==> src/inc/reset_cause_pkg.sv <==
package reset_cause_pkg;

  localparam logic [31:0] CAUSE_STATUS_ADDR = 32'hffff0230;
  localparam logic [31:0] CAUSE_CLEAR_ADDR  = 32'hffff0234;
  localparam logic [31:0] IRQ_STATUS_ADDR   = 32'hffff0238;
  localparam logic [31:0] IRQ_MASK_ADDR     = 32'hffff023c;

  localparam int POR_BIT = 0;
  localparam int WDT_BIT = 1;
  localparam int SW_BIT  = 2;
  localparam int EXT_BIT = 3;

  localparam int CAUSE_W = 4;

  // Status after power-on: only the power-on flag is set.
  localparam logic [3:0] CAUSE_POR_VALUE = 4'h1;
  localparam logic [3:0] IRQ_STATUS_RESET = 4'h0;
  localparam logic [3:0] IRQ_MASK_RESET   = 4'h0;
  localparam logic [31:0] READ_IDLE_VALUE = 32'h00000000;

  // Timing of the internal reset pulse.
  localparam int CLK_MHZ     = 200;
  localparam int HOLD_NS     = 100;
  localparam int HOLD_CYCLES = (HOLD_NS * CLK_MHZ + 999) / 1000;
  localparam int HOLD_CNT_W  = 8;
  localparam logic [7:0] HOLD_LOAD = 8'(HOLD_CYCLES - 1);
  localparam logic [7:0] HOLD_ZERO = 8'h00;

  typedef struct packed {
    logic ext;
    logic sw;
    logic wdt;
    logic por;
  } cause_t;

  typedef enum logic [2:0] {
    SEQ_RUN  = 3'b001,
    SEQ_HOLD = 3'b010,
    SEQ_BOOT = 3'b100
  } seq_state_t;

endpackage

==> src/design/reset_cause_tracker.sv <==
// Chosen here: the strobed register port.
`timescale 1ns/1ps
module reset_cause_tracker
  import reset_cause_pkg::*;
(
  input  wire logic        clk_i,
  input  wire logic        reset_i,
  input  wire logic        ext_reset_i,
  input  wire logic        wdt_timeout_i,
  input  wire logic        kernel_done_i,
  input  wire logic [31:0] addr_i,
  input  wire logic [31:0] wdata_i,
  input  wire logic        wr_i,
  input  wire logic        rd_i,
  output logic      [31:0] rdata_o,
  output logic             sys_reset_o,
  output logic             pins_default_o,
  output logic             kernel_run_o,
  output logic             wdt_reset_o,
  output logic             ram_valid_o,
  output logic             irq_o
);

  function automatic logic hit(input logic [31:0] a, input logic [31:0] off);
    hit = (a == off);
  endfunction

  seq_state_t        state_reg;
  seq_state_t        state_next;
  logic [7:0]        hold_cnt_reg;
  logic [7:0]        hold_cnt_next;
  cause_t            cause_reg;
  cause_t            cause_next;
  logic [3:0]        irq_stat_reg;
  logic [3:0]        irq_stat_next;
  logic [3:0]        irq_mask_reg;
  logic [3:0]        irq_mask_next;
  logic              por_seq_reg;
  logic              por_seq_next;
  cause_t            seq_cause_reg;
  cause_t            seq_cause_next;
  logic [31:0]       rdata_next;
  logic              ram_valid_next;

  // Bus decode. Register writes are ignored while the device is held in
  // reset, because nothing upstream is allowed to run then.
  wire  bus_open       = (state_reg != SEQ_HOLD);
  wire  wr_status      = wr_i && bus_open && hit(addr_i, CAUSE_STATUS_ADDR);
  wire  wr_clear       = wr_i && bus_open && hit(addr_i, CAUSE_CLEAR_ADDR);
  wire  wr_irq_stat    = wr_i && bus_open && hit(addr_i, IRQ_STATUS_ADDR);
  wire  wr_irq_mask    = wr_i && bus_open && hit(addr_i, IRQ_MASK_ADDR);

  // Software request: a one in bit 2 of the status register, or a clear
  // write that spares the software flag while that flag is set.
  wire  sw_by_status   = wr_status && wdata_i[SW_BIT];
  wire  sw_by_clear    = wr_clear && cause_reg.sw && !wdata_i[SW_BIT];

  // Three independent reset triggers; trig.por is tied low, since power-on arrives only through reset_i.
  cause_t trig;
  assign trig.por = 1'b0;
  assign trig.ext = ext_reset_i;
  assign trig.wdt = wdt_timeout_i;
  assign trig.sw  = sw_by_status || sw_by_clear;
  wire  any_trig = |trig;

  wire  [3:0] clr_mask = wr_clear ? wdata_i[CAUSE_W-1:0] : 4'h0;

  // Cause flags: the set wins over a clear arriving in the same cycle.
  // Bits 0, 1 and 3 of a status write are not user-settable.
  assign cause_next.por = cause_reg.por & ~clr_mask[POR_BIT];
  assign cause_next.wdt = trig.wdt | (cause_reg.wdt & ~clr_mask[WDT_BIT]);
  assign cause_next.sw  = trig.sw  | (cause_reg.sw  & ~clr_mask[SW_BIT]);
  assign cause_next.ext = trig.ext | (cause_reg.ext & ~clr_mask[EXT_BIT]);

  // Sequencer. Any trigger, even during a running sequence, restarts the
  // hold window so that a long pin pulse stretches the internal reset.
  wire  hold_done = (hold_cnt_reg == HOLD_ZERO);

  always_comb begin
    state_next    = state_reg;
    hold_cnt_next = hold_cnt_reg;
    if (any_trig) begin
      state_next    = SEQ_HOLD;
      hold_cnt_next = HOLD_LOAD;
    end else begin
      unique case (state_reg)
        SEQ_HOLD: begin
          if (hold_done) begin
            state_next = SEQ_BOOT;
          end else begin
            hold_cnt_next = hold_cnt_reg - 8'h01;
          end
        end
        SEQ_BOOT: begin
          if (kernel_done_i) begin
            state_next = SEQ_RUN;
          end
        end
        SEQ_RUN: begin
          state_next = SEQ_RUN;
        end
        default: begin
          state_next    = SEQ_HOLD;
          hold_cnt_next = HOLD_LOAD;
        end
      endcase
    end
  end

  // Causes gathered over one sequence, reported as events at its end.
  wire  seq_ends = (state_reg == SEQ_BOOT) && (state_next == SEQ_RUN);
  assign seq_cause_next = any_trig ? (seq_cause_reg | trig)
                        : (seq_ends ? cause_t'(4'h0) : seq_cause_reg);

  // The power-on sequence stays marked until the hold window is left.
  assign por_seq_next = (state_reg == SEQ_HOLD) ? (por_seq_reg && !(hold_done && !any_trig))
                      : 1'b0;

  // RAM content is trusted only when the last reset was not a power-on.
  assign ram_valid_next = (state_reg == SEQ_HOLD && hold_done && !any_trig) ? !por_seq_reg
                        : ram_valid_o;

  // Interrupt status: sticky, write one to clear, set wins.
  wire  [3:0] irq_clr = wr_irq_stat ? wdata_i[CAUSE_W-1:0] : 4'h0;
  wire  [3:0] irq_set = seq_ends ? seq_cause_reg : 4'h0;
  assign irq_stat_next = irq_set | (irq_stat_reg & ~irq_clr);
  assign irq_mask_next = wr_irq_mask ? wdata_i[CAUSE_W-1:0] : irq_mask_reg;

  // Read path. Upper bits of every register read as zero, and the clear
  // register is write-only, so it reads as zero too.
  wire  [31:0] rd_mux =
      hit(addr_i, CAUSE_STATUS_ADDR) ? {28'h0000000, cause_reg} :
      hit(addr_i, CAUSE_CLEAR_ADDR)  ? READ_IDLE_VALUE :
      hit(addr_i, IRQ_STATUS_ADDR)   ? {28'h0000000, irq_stat_reg} :
      hit(addr_i, IRQ_MASK_ADDR)     ? {28'h0000000, irq_mask_reg} :
                                       READ_IDLE_VALUE;
  assign rdata_next = rd_i ? rd_mux : READ_IDLE_VALUE;

  // The cause flags live in the always-on domain: only power-on and clear-register writes clear
  always_ff @(posedge clk_i) begin
    if (reset_i) begin
      cause_reg <= cause_t'(CAUSE_POR_VALUE);
    end else begin
      cause_reg <= cause_next;
    end
  end

  always_ff @(posedge clk_i) begin
    if (reset_i) begin
      state_reg     <= SEQ_HOLD;
      hold_cnt_reg  <= HOLD_LOAD;
      por_seq_reg   <= 1'b1;
      seq_cause_reg <= cause_t'(CAUSE_POR_VALUE);
    end else begin
      state_reg     <= state_next;
      hold_cnt_reg  <= hold_cnt_next;
      por_seq_reg   <= por_seq_next;
      seq_cause_reg <= seq_cause_next;
    end
  end

  always_ff @(posedge clk_i) begin
    if (reset_i) begin
      irq_stat_reg <= IRQ_STATUS_RESET;
      irq_mask_reg <= IRQ_MASK_RESET;
      irq_o        <= 1'b0;
      rdata_o      <= READ_IDLE_VALUE;
    end else begin
      irq_stat_reg <= irq_stat_next;
      irq_mask_reg <= irq_mask_next;
      irq_o        <= |(irq_stat_next & irq_mask_next);
      rdata_o      <= rdata_next;
    end
  end

  // Reset fan-out. All outputs are registered from the next state so
  // they move in the same cycle as the sequencer.
  always_ff @(posedge clk_i) begin
    if (reset_i) begin
      sys_reset_o    <= 1'b1;
      pins_default_o <= 1'b1;
      kernel_run_o   <= 1'b0;
      wdt_reset_o    <= 1'b1;
      ram_valid_o    <= 1'b0;
    end else begin
      sys_reset_o    <= (state_next == SEQ_HOLD);
      pins_default_o <= (state_next != SEQ_RUN);
      kernel_run_o   <= (state_next == SEQ_BOOT);
      wdt_reset_o    <= (state_next == SEQ_HOLD) && por_seq_next;
      ram_valid_o    <= ram_valid_next;
    end
  end

endmodule // reset_cause_tracker

==> config.mk <==
export PLATFORM = sky130hd
export DESIGN_NAME = reset_cause_tracker
export DESIGN_NICKNAME = d
export VERILOG_FILES = /design/src/inc/reset_cause_pkg.sv /design/src/design/reset_cause_tracker.sv
export SDC_FILE = /design/constraint.sdc
export NUM_CORES = 1
export LEC_CHECK = 0
export BUFFER_PORTS_ARGS = -buffer_cell sky130_fd_sc_hd__buf_2
export CAP_MARGIN = 10
export CORE_MARGIN = 5
export CORE_UTILIZATION = 40
export DETAILED_ROUTE_END_ITERATION = 10
export HOLD_SLACK_MARGIN = 0.15
export PLACE_DENSITY = 0.75
export SLEW_MARGIN = 20
export SYNTH_ARGS = -nofsm -noshare
export SYNTH_HDL_FRONTEND = slang
export SYNTH_SLANG_ARGS = --single-unit
==> constraint.sdc <==
create_clock -name clk_i -period 2.03 [get_ports clk_i]
set_input_delay 0.3045 -clock clk_i [delete_from_list [all_inputs] [get_ports clk_i]]
set_output_delay 0.3045 -clock clk_i [all_outputs]
set_load 0.01 [all_outputs]
==> run_results.csv, run 1 <==
group,metric,value,unit
run_status,outcome,"completed",
global_routing,gr-total-overflow,0,
logic_synthesis,synthArstFlopShare,0,%
die,dieArea,0.00663,sq mm
global_routing,grt_pass1_wl,6940,microns
finish,fillCellCount,483,
power,seqPwrFrac,53.2,%
logic_synthesis,synth_compound_area_share,9.01,%
timing,worst_pin_slew,0.514,ns
job,drv_cap,0,
detailed_routing,postRouteAntennaNets,0,
min_path,worstHoldPathCells,3,
power,peakVddDrop,0.000251,V
logic_synthesis,ys_types,44,
detailed_routing,wl,4520,microns
cts,tritoncts,"yes",
placement,hpwl,3470,microns
logic_synthesis,synth-main-ff-cell,"dfxtp_1",
timing,fmax,528,MHz
critical_path,cp.arrival,2.08,ns
cts,insertion_delay,0.30,ns
critical_path,crit_required,2.21,ns
critical_path,reg2reg_depth,6,
finish,largest_reg_flops,8,
min_path,hold_path_end,"cause_reg[3]",
die,start_util,40.5,%
logic_synthesis,synth-xor-area-share,2.57,%
die,coreArea,0.00504,sq mm
die,row_count,26,
logic_synthesis,yosysMostFrequentCell,"dfxtp_1",
power,p_int,1.08,mW
logic_synthesis,synth_seq_cells,38,
timing,fin_hold_ws,0.284,ns
logic_synthesis,synth_top_area_share,37.3,%
logic_synthesis,ys_seq_area_share,37.3,%
finish,nets,365,
power,switchingPower,0.344,mW
critical_path,worstReg2RegStart,"hold_cnt_reg[2]",
power,power_frac_comb,9.0,%
detailed_routing,drtIter0Drc,186,
logic_synthesis,syn-instance-count,236,
placement,port_buffers,52,
detailed_routing,viasPerCell,4.85,
detailed_routing,drc_errors,0,
logic_synthesis,synth_area_leaders,"dfxtp_1 (37%), buf_4 (10%), nor2_1 (5.7%)",
detailed_routing,vias,1762,
power,power.leakage,1.05,nW
cts,cts_buffers,5,
logic_synthesis,synth_area,0.00204,sq mm
timing,final_max_slew_viol_count,0,
cts,root_buffer,"clkbuf_8",
global_routing,grt_pass1_vias,1583,
critical_path,reg2reg_slack,0.14,ns
logic_synthesis,synthTopCellsByCount,"dfxtp_1 (38), nor2_1 (31), buf_4 (28), mux2i_1 (11), nand2_1 (10)",
cts,cts_sinks,38,
power,power_density,590,mW/mm^2
logic_synthesis,synth-edff-count,0,
finish,drive_above_1_share,27.6,%
logic_synthesis,yosysWarnings,0,
logic_synthesis,avgSynthCellArea,8.65,sq um
critical_path,cp_max_fo,8,
critical_path,path_class,"register to register",
die,fp.dieH,81.5,microns
die,ioPinCount,109,
timing,fin_skew,0.00491,ns
cts,ctsHtreeMaxLevel,2,
min_path,hold_class,"input port to register",
critical_path,cp-start-kind,"register",
placement,placed_cells,354,
critical_path,r2r-end,"hold_cnt_reg[3]",
detailed_routing,wl_per_cell,12.4,microns
timing,hold_viol,0,
timing,rsz0062_at_grt,"false",
cts,clk_pin_slew_worst_paths,0.07,ns
power,clockPowerShare,37.8,%
timing,final.setup.tns,0,ns
timing,fin_crit,1.89,ns
die,die_x,81.5,microns
logic_synthesis,yosys.area_share.simple,30.3,%
timing,setup_viol,0,
placement,routabilityCongestion,0.838,
finish,final_cells,363,
global_routing,grt_start_max_net_pins,23,
logic_synthesis,synth-adder-area-share,1.23,%
global_routing,grt_usage,13.5,%
cts,cts_hold_buffers,0,
power,switching_share,24.2,%
logic_synthesis,synth_largest_area_cell,"dfxtp_1",
timing,slew_headroom,65.5,%
finish,syn_to_final_growth,18.0,%
finish,antenna_cells,0,
min_path,hp-start,"ext_reset_i",
critical_path,worstSetupEndpointType,"register",
detailed_routing,first_pass_iters,4,
logic_synthesis,synth_top_family_by_area,"simple AND/OR/NAND/NOR gates",
logic_synthesis,synth.mux.area_fraction,5.39,%
cts,cts_max_path_buffers,2,
global_routing,antenna_found_initial,0,
timing,period_share,93.3,%
==> worst max-delay path, stage by stage, from the launching register on <==
cell	delay [ns]
dfxtp_1	0.34
or4_4	0.58
nor4b_4	0.33
a211oi_4	0.15
nand3b_1	0.14
xor2_1	0.19
nor2_1	0.05
==> worst max-delay path by stage <==
stage	depth (start not counted)	end	start
4_1_cts	7	hold_cnt_reg[6]	hold_cnt_reg[0]
3_5_place_dp	7	irq_o	addr_i[8]
2_1_floorplan	8	hold_cnt_reg[4]	state_reg[2]
5_1_grt	7	hold_cnt_reg[6]	hold_cnt_reg[0]
3_3_place_gp	7	irq_o	addr_i[8]
6_report	6	hold_cnt_reg[3]	hold_cnt_reg[2]
==> cells by family (layout without fill, tap and decap cells) <==
kind of cell	count (synthesis)	after routing
and+or+nand+nor	105	105
buffers and inverters	47	77
DFF	38	38
AOI/OAI and AO/OA	26	26
muxes	11	11
xor gates and xnor gates	6	6
adders and majority gates	2	2
other	1	28
==> metal layers <==
layer	wire [microns]	global-route usage (%)
met5	0	0
met1	1920	16.4
met4	71	5.41
met2	2190	22.7
met3	337	3.62
==> placed cells by master (no fill, tap or decap), drive strengths merged, types with 8 or more instances in the layout <==
| cell | Yosys | layout |
|---|---|---|
| dfxtp | 38 | 38 |
| buf | 33 | 63 |
| nor3 | 8 | 8 |
| nor2 | 31 | 31 |
| conb | 1 | 28 |
| nand3 | 9 | 9 |
| nand2 | 10 | 10 |
| mux2i | 11 | 11 |
==> what timing repair did <==
| item | 4_1_cts | 5_1_grt |
|---|---|---|
| resized for setup | 0 | 2 |
| pin swaps | 1 | 1 |
| endpoints found under the setup margin | 1 | 4 |
| buffers inserted | 1 | 0 |
==> area by class of cell <==
class | count | area, sq um | share of cell area [%]
inverter | 6 | 22.5 | 0.935
tap | 70 | 87.6 | 3.64
clock inverter | 1 | 5.00 | 0.208
sequential | 38 | 762 | 31.6
multi-input combinational | 178 | 1100 | 45.8
timing repair buffer | 63 | 343 | 14.2
clock buffer | 7 | 86.3 | 3.58
==> per-stage QoR <==
step | worst slack, ns | total power [mW] | utilization, % | area [sq um]
floorplan | 0.132 | 0.882 | - | 2140
global placement | 0.0330 | 0.896 | 45.6 | 2300
detailed placement | 0.0169 | 0.898 | 45.6 | 2300
CTS | 0.0467 | 1.43 | 47.6 | 2400
global route | 0.00939 | 1.47 | 47.8 | 2410
finish | 0.137 | 1.42 | 47.8 | 2410
==> power by group through the flow <==
stage | clock network [mW] | registers (mW) | logic, mW
CTS | 0.546 | 0.755 | 0.126
global route | 0.576 | 0.755 | 0.142
global placement | 0 | 0.772 | 0.123
detailed placement | 0 | 0.772 | 0.125
finish | 0.538 | 0.755 | 0.128
floorplan | 0 | 0.772 | 0.110
(Power assumes the default switching activity.)
==> run 2: changes to the inputs <==
--- a/config.mk
+++ b/config.mk
@@ -5,7 +5,7 @@
 export SDC_FILE = /design/constraint.sdc
 export NUM_CORES = 1
 export LEC_CHECK = 0
-export BUFFER_PORTS_ARGS = -buffer_cell sky130_fd_sc_hd__buf_2
+export BUFFER_PORTS_ARGS = -buffer_cell sky130_fd_sc_hd__buf_4
 export CAP_MARGIN = 10
 export CORE_MARGIN = 5
 export CORE_UTILIZATION = 40
==> run 2 against run 1 <==
Clock power up 21%. Sequential share of layout area fell by 1.9 points. Cell count fell by 0.55%. Via count decreased by 1.2%. Critical endpoint is now wdt_reset_o. Largest power group unchanged. Highest routed layer unchanged.
==> run_results.csv, run 2 (same netlist as run 1, synthesis figures left out) <==
group,metric,value,unit
cts,cts_sinks,38,
critical_path,cp.arrival,2.10,ns
detailed_routing,wl,4540,microns
min_path,hp-start,"ext_reset_i",
critical_path,reg2reg_depth,5,
global_routing,grt_pass1_wl,7300,microns
timing,fmax,523,MHz
cts,insertion_delay,0.29,ns
timing,rsz0062_at_grt,"false",
power,power.leakage,1.09,nW
finish,antenna_cells,0,
cts,postCtsSetupBuffers,0,
timing,setup_viol,0,
timing,fin_crit,1.91,ns
min_path,hold_class,"input port to register",
detailed_routing,viasPerCell,4.82,
critical_path,cpMaxStageDelayCell,"or4_4",
timing,fin_skew,0.00695,ns
placement,post_dp_cell_area,0.00243,sq mm
die,ioPinCount,109,
placement,post-place-ws,-0.0711,ns
job,drv_cap,0,
power,switching_share,21.7,%
global_routing,antenna_found_initial,0,
detailed_routing,drc_errors,0,
critical_path,cp-start-kind,"register",
die,fp.dieH,81.5,microns
cts,ctsHtreeMaxLevel,2,
cts,cts_buffers,5,
critical_path,worstSetupEndpointType,"register",
timing,final.setup.tns,0,ns
critical_path,crit_required,2.22,ns
timing,worst_pin_slew,0.537,ns
timing,final_max_slew_viol_count,0,
die,die_x,81.5,microns
critical_path,cp_max_fo,5,
run_status,outcome,"completed",
power,power_frac_comb,9.5,%
cts,clk_pin_slew_worst_paths,0.07,ns
detailed_routing,first_pass_iters,4,
die,dieArea,0.00663,sq mm
cts,cts_max_path_buffers,2,
placement,routabilityCongestion,0.821,
finish,mostFrequentLayoutCell,"buf_4",
global_routing,grt_start_max_net_pins,24,
cts,cts_resized,0,
finish,syn_to_final_growth,25.1,%
critical_path,crit_start,"hold_cnt_reg[2]",
min_path,worstHoldPathCells,3,
critical_path,worstPathCellList,"or4_4, nor4b_4, buf_4, nand2_1, a31o_2",
min_path,hold_path_end,"cause_reg[3]",
power,seqPwrFrac,48.6,%
critical_path,worst-path-buf-inv,1,
timing,hold_viol,0,
critical_path,worstReg2RegStart,"hold_cnt_reg[2]",
power,power_density,608,mW/mm^2
die,start_util,40.5,%
detailed_routing,vias,1740,
placement,port_buffers,52,
global_routing,gr-total-overflow,0,
timing,slew_headroom,63.9,%
finish,layout_common_cells,"buf_4 (62), dfxtp_1 (38), nor2_1 (31), conb_1 (28)",
placement,placed_cells,354,
critical_path,crit_family,"simple AND/OR/NAND/NOR gates",
die,row_count,26,
detailed_routing,drtIter0Drc,113,
finish,fillCellCount,488,
finish,finalInstanceArea,0.00255,sq mm
critical_path,r2r-end,"wdt_reset_o",
power,switchingPower,0.337,mW
power,clockPowerShare,41.9,%
detailed_routing,wl_per_cell,12.6,microns
cts,tritoncts,"yes",
placement,hpwl,3610,microns
power,peakVddDrop,0.000228,V
critical_path,path_class,"register to register",
global_routing,grt_usage,14.0,%
timing,period_share,94.2,%
power,p_int,1.22,mW
finish,final_cells,361,
cts,cts_hold_buffers,0,
die,coreArea,0.00504,sq mm
critical_path,reg2reg_slack,0.12,ns
cts,root_buffer,"clkbuf_8",
timing,worst_slack,0.117,ns
finish,nets,364,
finish,largest_reg_flops,8,
critical_path,slowest_delay,0.58,ns
detailed_routing,postRouteAntennaNets,0,
finish,drive_above_1_share,27.5,%
global_routing,grt_pass1_vias,1720,
==> run 2: per-layer routing <==
metal  GRT usage (%)  share of wire (%)  up-vias
li1                -                  -      878
met1            16.8                 41      806
met2            24.4                 52       53
met3            3.07                6.0        3
met4            5.07               0.51        0
met5               0                  0        -
==> run 2: worst max-delay path by stage <==
stage                     slack, ns              end  cells after the start
after floorplan                0.13  hold_cnt_reg[4]                      8
after global placement        -0.07            irq_o                      7
after detailed placement      -0.07            irq_o                      7
after CTS                      0.05  hold_cnt_reg[6]                      7
after global routing          0.004  hold_cnt_reg[6]                      7
final                          0.12      wdt_reset_o                      5
==> run 2: power by group through the flow <==
stage	Combinational, mW	Clock (mW)	Sequential, mW
floorplan	0.110	0	0.772
global placement	0.142	0	0.772
detailed placement	0.145	0	0.772
CTS	0.146	0.667	0.755
global route	0.162	0.698	0.755
finish	0.147	0.651	0.755
==> run 2: metrics by stage <==
step | hold slack [ns] | utilization, % | total power [mW]
after floorplan | 0.407 | - | 0.882
after global placement | 0.438 | 48.2 | 0.915
after detailed placement | 0.443 | 48.2 | 0.918
after CTS | 0.256 | 50.4 | 1.57
after global routing | 0.316 | 50.7 | 1.62
final | 0.261 | 50.7 | 1.55
==> run 2: worst register-to-register path: stages, from the launching register on <==
cell	delay, ns
dfxtp_1	0.34
or4_4	0.58
nor4b_4	0.35
buf_4	0.19
nand2_1	0.07
a31o_2	0.27
==> run 2: final cells by class <==
| cell class | count | area [sq um] | share of cell area, % |
|---|---|---|---|
| clock buffers | 6 | 82.6 | 3.23 |
| clock inverters | 1 | 30.0 | 1.18 |
| inverters | 6 | 22.5 | 0.881 |
| multi-input cells | 178 | 1110 | 43.3 |
| flip-flops and latches | 38 | 761 | 29.8 |
| well taps | 70 | 87.6 | 3.43 |
| repair buffers | 62 | 465 | 18.2 |
==> run 3: changes to the inputs <==
--- a/config.mk
+++ b/config.mk
@@ -8,10 +8,10 @@
 export BUFFER_PORTS_ARGS = -buffer_cell sky130_fd_sc_hd__buf_4
 export CAP_MARGIN = 10
 export CORE_MARGIN = 5
-export CORE_UTILIZATION = 40
+export CORE_UTILIZATION = 45
 export DETAILED_ROUTE_END_ITERATION = 10
 export HOLD_SLACK_MARGIN = 0.15
-export PLACE_DENSITY = 0.75
+export PLACE_DENSITY = 0.8
 export SLEW_MARGIN = 20
 export SYNTH_ARGS = -nofsm -noshare
 export SYNTH_HDL_FRONTEND = slang
==> constraint.sdc (replaced) <==
create_clock -name clk_i -period 1.8 [get_ports clk_i]
set_input_delay 0.27 -clock clk_i [delete_from_list [all_inputs] [get_ports clk_i]]
set_output_delay 0.27 -clock clk_i [all_outputs]
set_load 0.01 [all_outputs]
==> run 3 against run 2 <==
The flow now finishes with violations (setup timing). Count of clock-buffer cells in the layout is 1 higher. Cell area up 12%. Via count is 12% higher. Sequential power rose by 13%. Cell count increased by 2.2%. Maximum frequency grew 4.0%. First-iteration DRC count is 3.5% lower. Die area fell by 9.8%. Highest routed layer unchanged. Combinational power rose by 34%. Clock skew up 0.0024 ns.
==> run_results.csv, run 3 (same netlist as run 1, synthesis figures left out) <==
group,metric,value,unit
global_routing,gr-total-overflow,0,
run_status,outcome,"complete, but fails checks",
finish,mostFrequentLayoutCell,"buf_4",
global_routing,grt_pass1_wl,8220,microns
critical_path,cp-start-kind,"register",
cts,cts_max_path_buffers,2,
timing,rsz0062_at_grt,"true",
power,finalPower,1.66,mW
finish,largest_reg_flops,8,
critical_path,path_class,"register to register",
detailed_routing,drc_errors,0,
timing,final_max_slew_viol_count,0,
cts,tritoncts,"yes",
power,clockPowerShare,36.6,%
job,drv_cap,0,
min_path,hold_class,"input port to register",
detailed_routing,viasPerCell,5.28,
power,power_density,580,mW/mm^2
global_routing,grt_pass1_vias,1863,
cts,ctsHtreeMaxLevel,2,
placement,routabilityCongestion,0.839,
critical_path,cp.arrival,2.03,ns
placement,hpwl,3710,microns
cts,root_buffer,"clkbuf_8",
timing,worst_slack,-0.0399,ns
timing,hold_viol,0,
power,switching_share,24.2,%
critical_path,cp-endpoint,"hold_cnt_reg[2]",
die,coreArea,0.00438,sq mm
cts,insertion_delay,0.30,ns
cts,clk_pin_slew_worst_paths,0.07,ns
critical_path,worst-path-buf-inv,1,
detailed_routing,vias,1948,
power,seqPwrFrac,51.5,%
detailed_routing,postRouteAntennaNets,0,
critical_path,crit_family,"simple AND/OR/NAND/NOR gates",
critical_path,crit_required,1.99,ns
finish,layout_common_cells,"buf_4 (84), nor2_1 (30), dfxtp_1 (30), conb_1 (28), mux2i_1 (11)",
timing,fmax,544,MHz
cts,cts_sinks,38,
timing,setup_viol,6,
timing,period_share,102,%
timing,fin_hold_ws,0.256,ns
critical_path,worstSetupEndpointType,"register",
critical_path,r2r-end,"hold_cnt_reg[2]",
finish,drive_above_1_share,42.9,%
die,row_count,24,
timing,fin_skew,0.00936,ns
critical_path,cp_num_cells,7,
die,fp.dieH,77.4,microns
critical_path,cpMaxStageDelayCell,"or4_4",
critical_path,cp_max_fo,6,
finish,antenna_cells,0,
detailed_routing,wl_per_cell,14.1,microns
die,die_x,77.4,microns
die,ioPinCount,109,
critical_path,worstReg2RegStart,"hold_cnt_reg[3]",
finish,syn_to_final_growth,39.9,%
detailed_routing,drtIter0Drc,109,
detailed_routing,first_pass_iters,4,
critical_path,crit_start,"hold_cnt_reg[3]",
cts,cts_buffers,5,
power,power_frac_comb,11.9,%
critical_path,slowest_delay,0.55,ns
global_routing,grt_usage,16.5,%
detailed_routing,wl,5200,microns
run_status,violations,"setup timing",
finish,postLayoutCoreUtil,65.2,%
timing,fin_crit,1.84,ns
finish,nets,389,
power,power.leakage,1.22,nW
critical_path,reg2reg_slack,-0.04,ns
power,p_int,1.25,mW
die,dieArea,0.00598,sq mm
critical_path,worstPathCellList,"or4_4, nor4b_4, a211oi_4, nand2_2, buf_4, xor2_1, nor2_1",
global_routing,grt_start_max_net_pins,23,
power,peakVddDrop,0.000468,V
critical_path,reg2reg_depth,7,
global_routing,antenna_found_initial,0,
die,start_util,46.6,%
placement,port_buffers,52,
power,switchingPower,0.400,mW
==> run 3: metrics by stage <==
stage | area, sq um | worst slack (ns) | cells | TNS, ns
finish | 2860 | -0.0399 | 369 | -0.132
global route | 2860 | -0.151 | 369 | -1.66
CTS | 2690 | -0.0548 | 364 | -0.164
detailed placement | 2560 | -0.114 | 353 | -1.07
global placement | 2560 | -0.0583 | 353 | -0.341
floorplan | 2180 | -0.0734 | 263 | -0.221
==> run 3: repair_timing <==
item                                    4_1_cts  5_1_grt
hold buffers                                  0        0
pin swaps                                    11       18
endpoints found under the setup margin       11       21
setup buffers                                 3        5
gates resized for setup                       8       31
==> run 3: worst min-delay path, stage by stage <==
cell and delay, ns:
buf_4 0.13, a21oi_1 0.04, nor2_1 0.07
==> run 3: cell type report <==
cell class | count | area, sq um
flip-flops and latches | 38 | 771
inverters | 6 | 22.5
clock inverters | 1 | 5.00
well taps | 52 | 65.1
multi-input cells | 178 | 1230
fillers | 341 | 1530
repair buffers | 87 | 673
clock buffers | 7 | 86.3
==> run 3: how the worst min path moves through the flow <==
stage,startpoint,end,slack (ns),depth (start not counted)
5_1_grt,wdata_i[3],irq_mask_reg[3],0.26,3
6_report,ext_reset_i,cause_reg[3],0.26,3
3_3_place_gp,cause_reg[0],cause_reg[0],0.43,1
4_1_cts,ext_reset_i,cause_reg[3],0.24,3
3_5_place_dp,seq_cause_reg[0],seq_cause_reg[0],0.46,2
2_1_floorplan,reset_i,hold_cnt_reg[0],0.37,2
==> run 3: power by group through the flow <==
| stage | logic, mW | registers, mW | clock network (mW) |
|---|---|---|---|
| 2_1_floorplan | 0.127 | 0.870 | 0 |
| 3_3_place_gp | 0.178 | 0.870 | 0 |
| 3_5_place_dp | 0.181 | 0.871 | 0 |
| 4_1_cts | 0.183 | 0.851 | 0.618 |
| 5_1_grt | 0.214 | 0.852 | 0.648 |
| 6_report | 0.197 | 0.852 | 0.606 |
==> run 3: metal layers <==
metal / track usage, % / part of all wire [%] / up-vias / wire length [microns]
li1: - / - / 931 / -
met1: 18.7 / 38 / 903 / 1980
met2: 27.6 / 49 / 99 / 2570
met3: 4.63 / 9.9 / 15 / 516
met4: 9.45 / 2.7 / 0 / 138
met5: 0 / 0 / - / 0
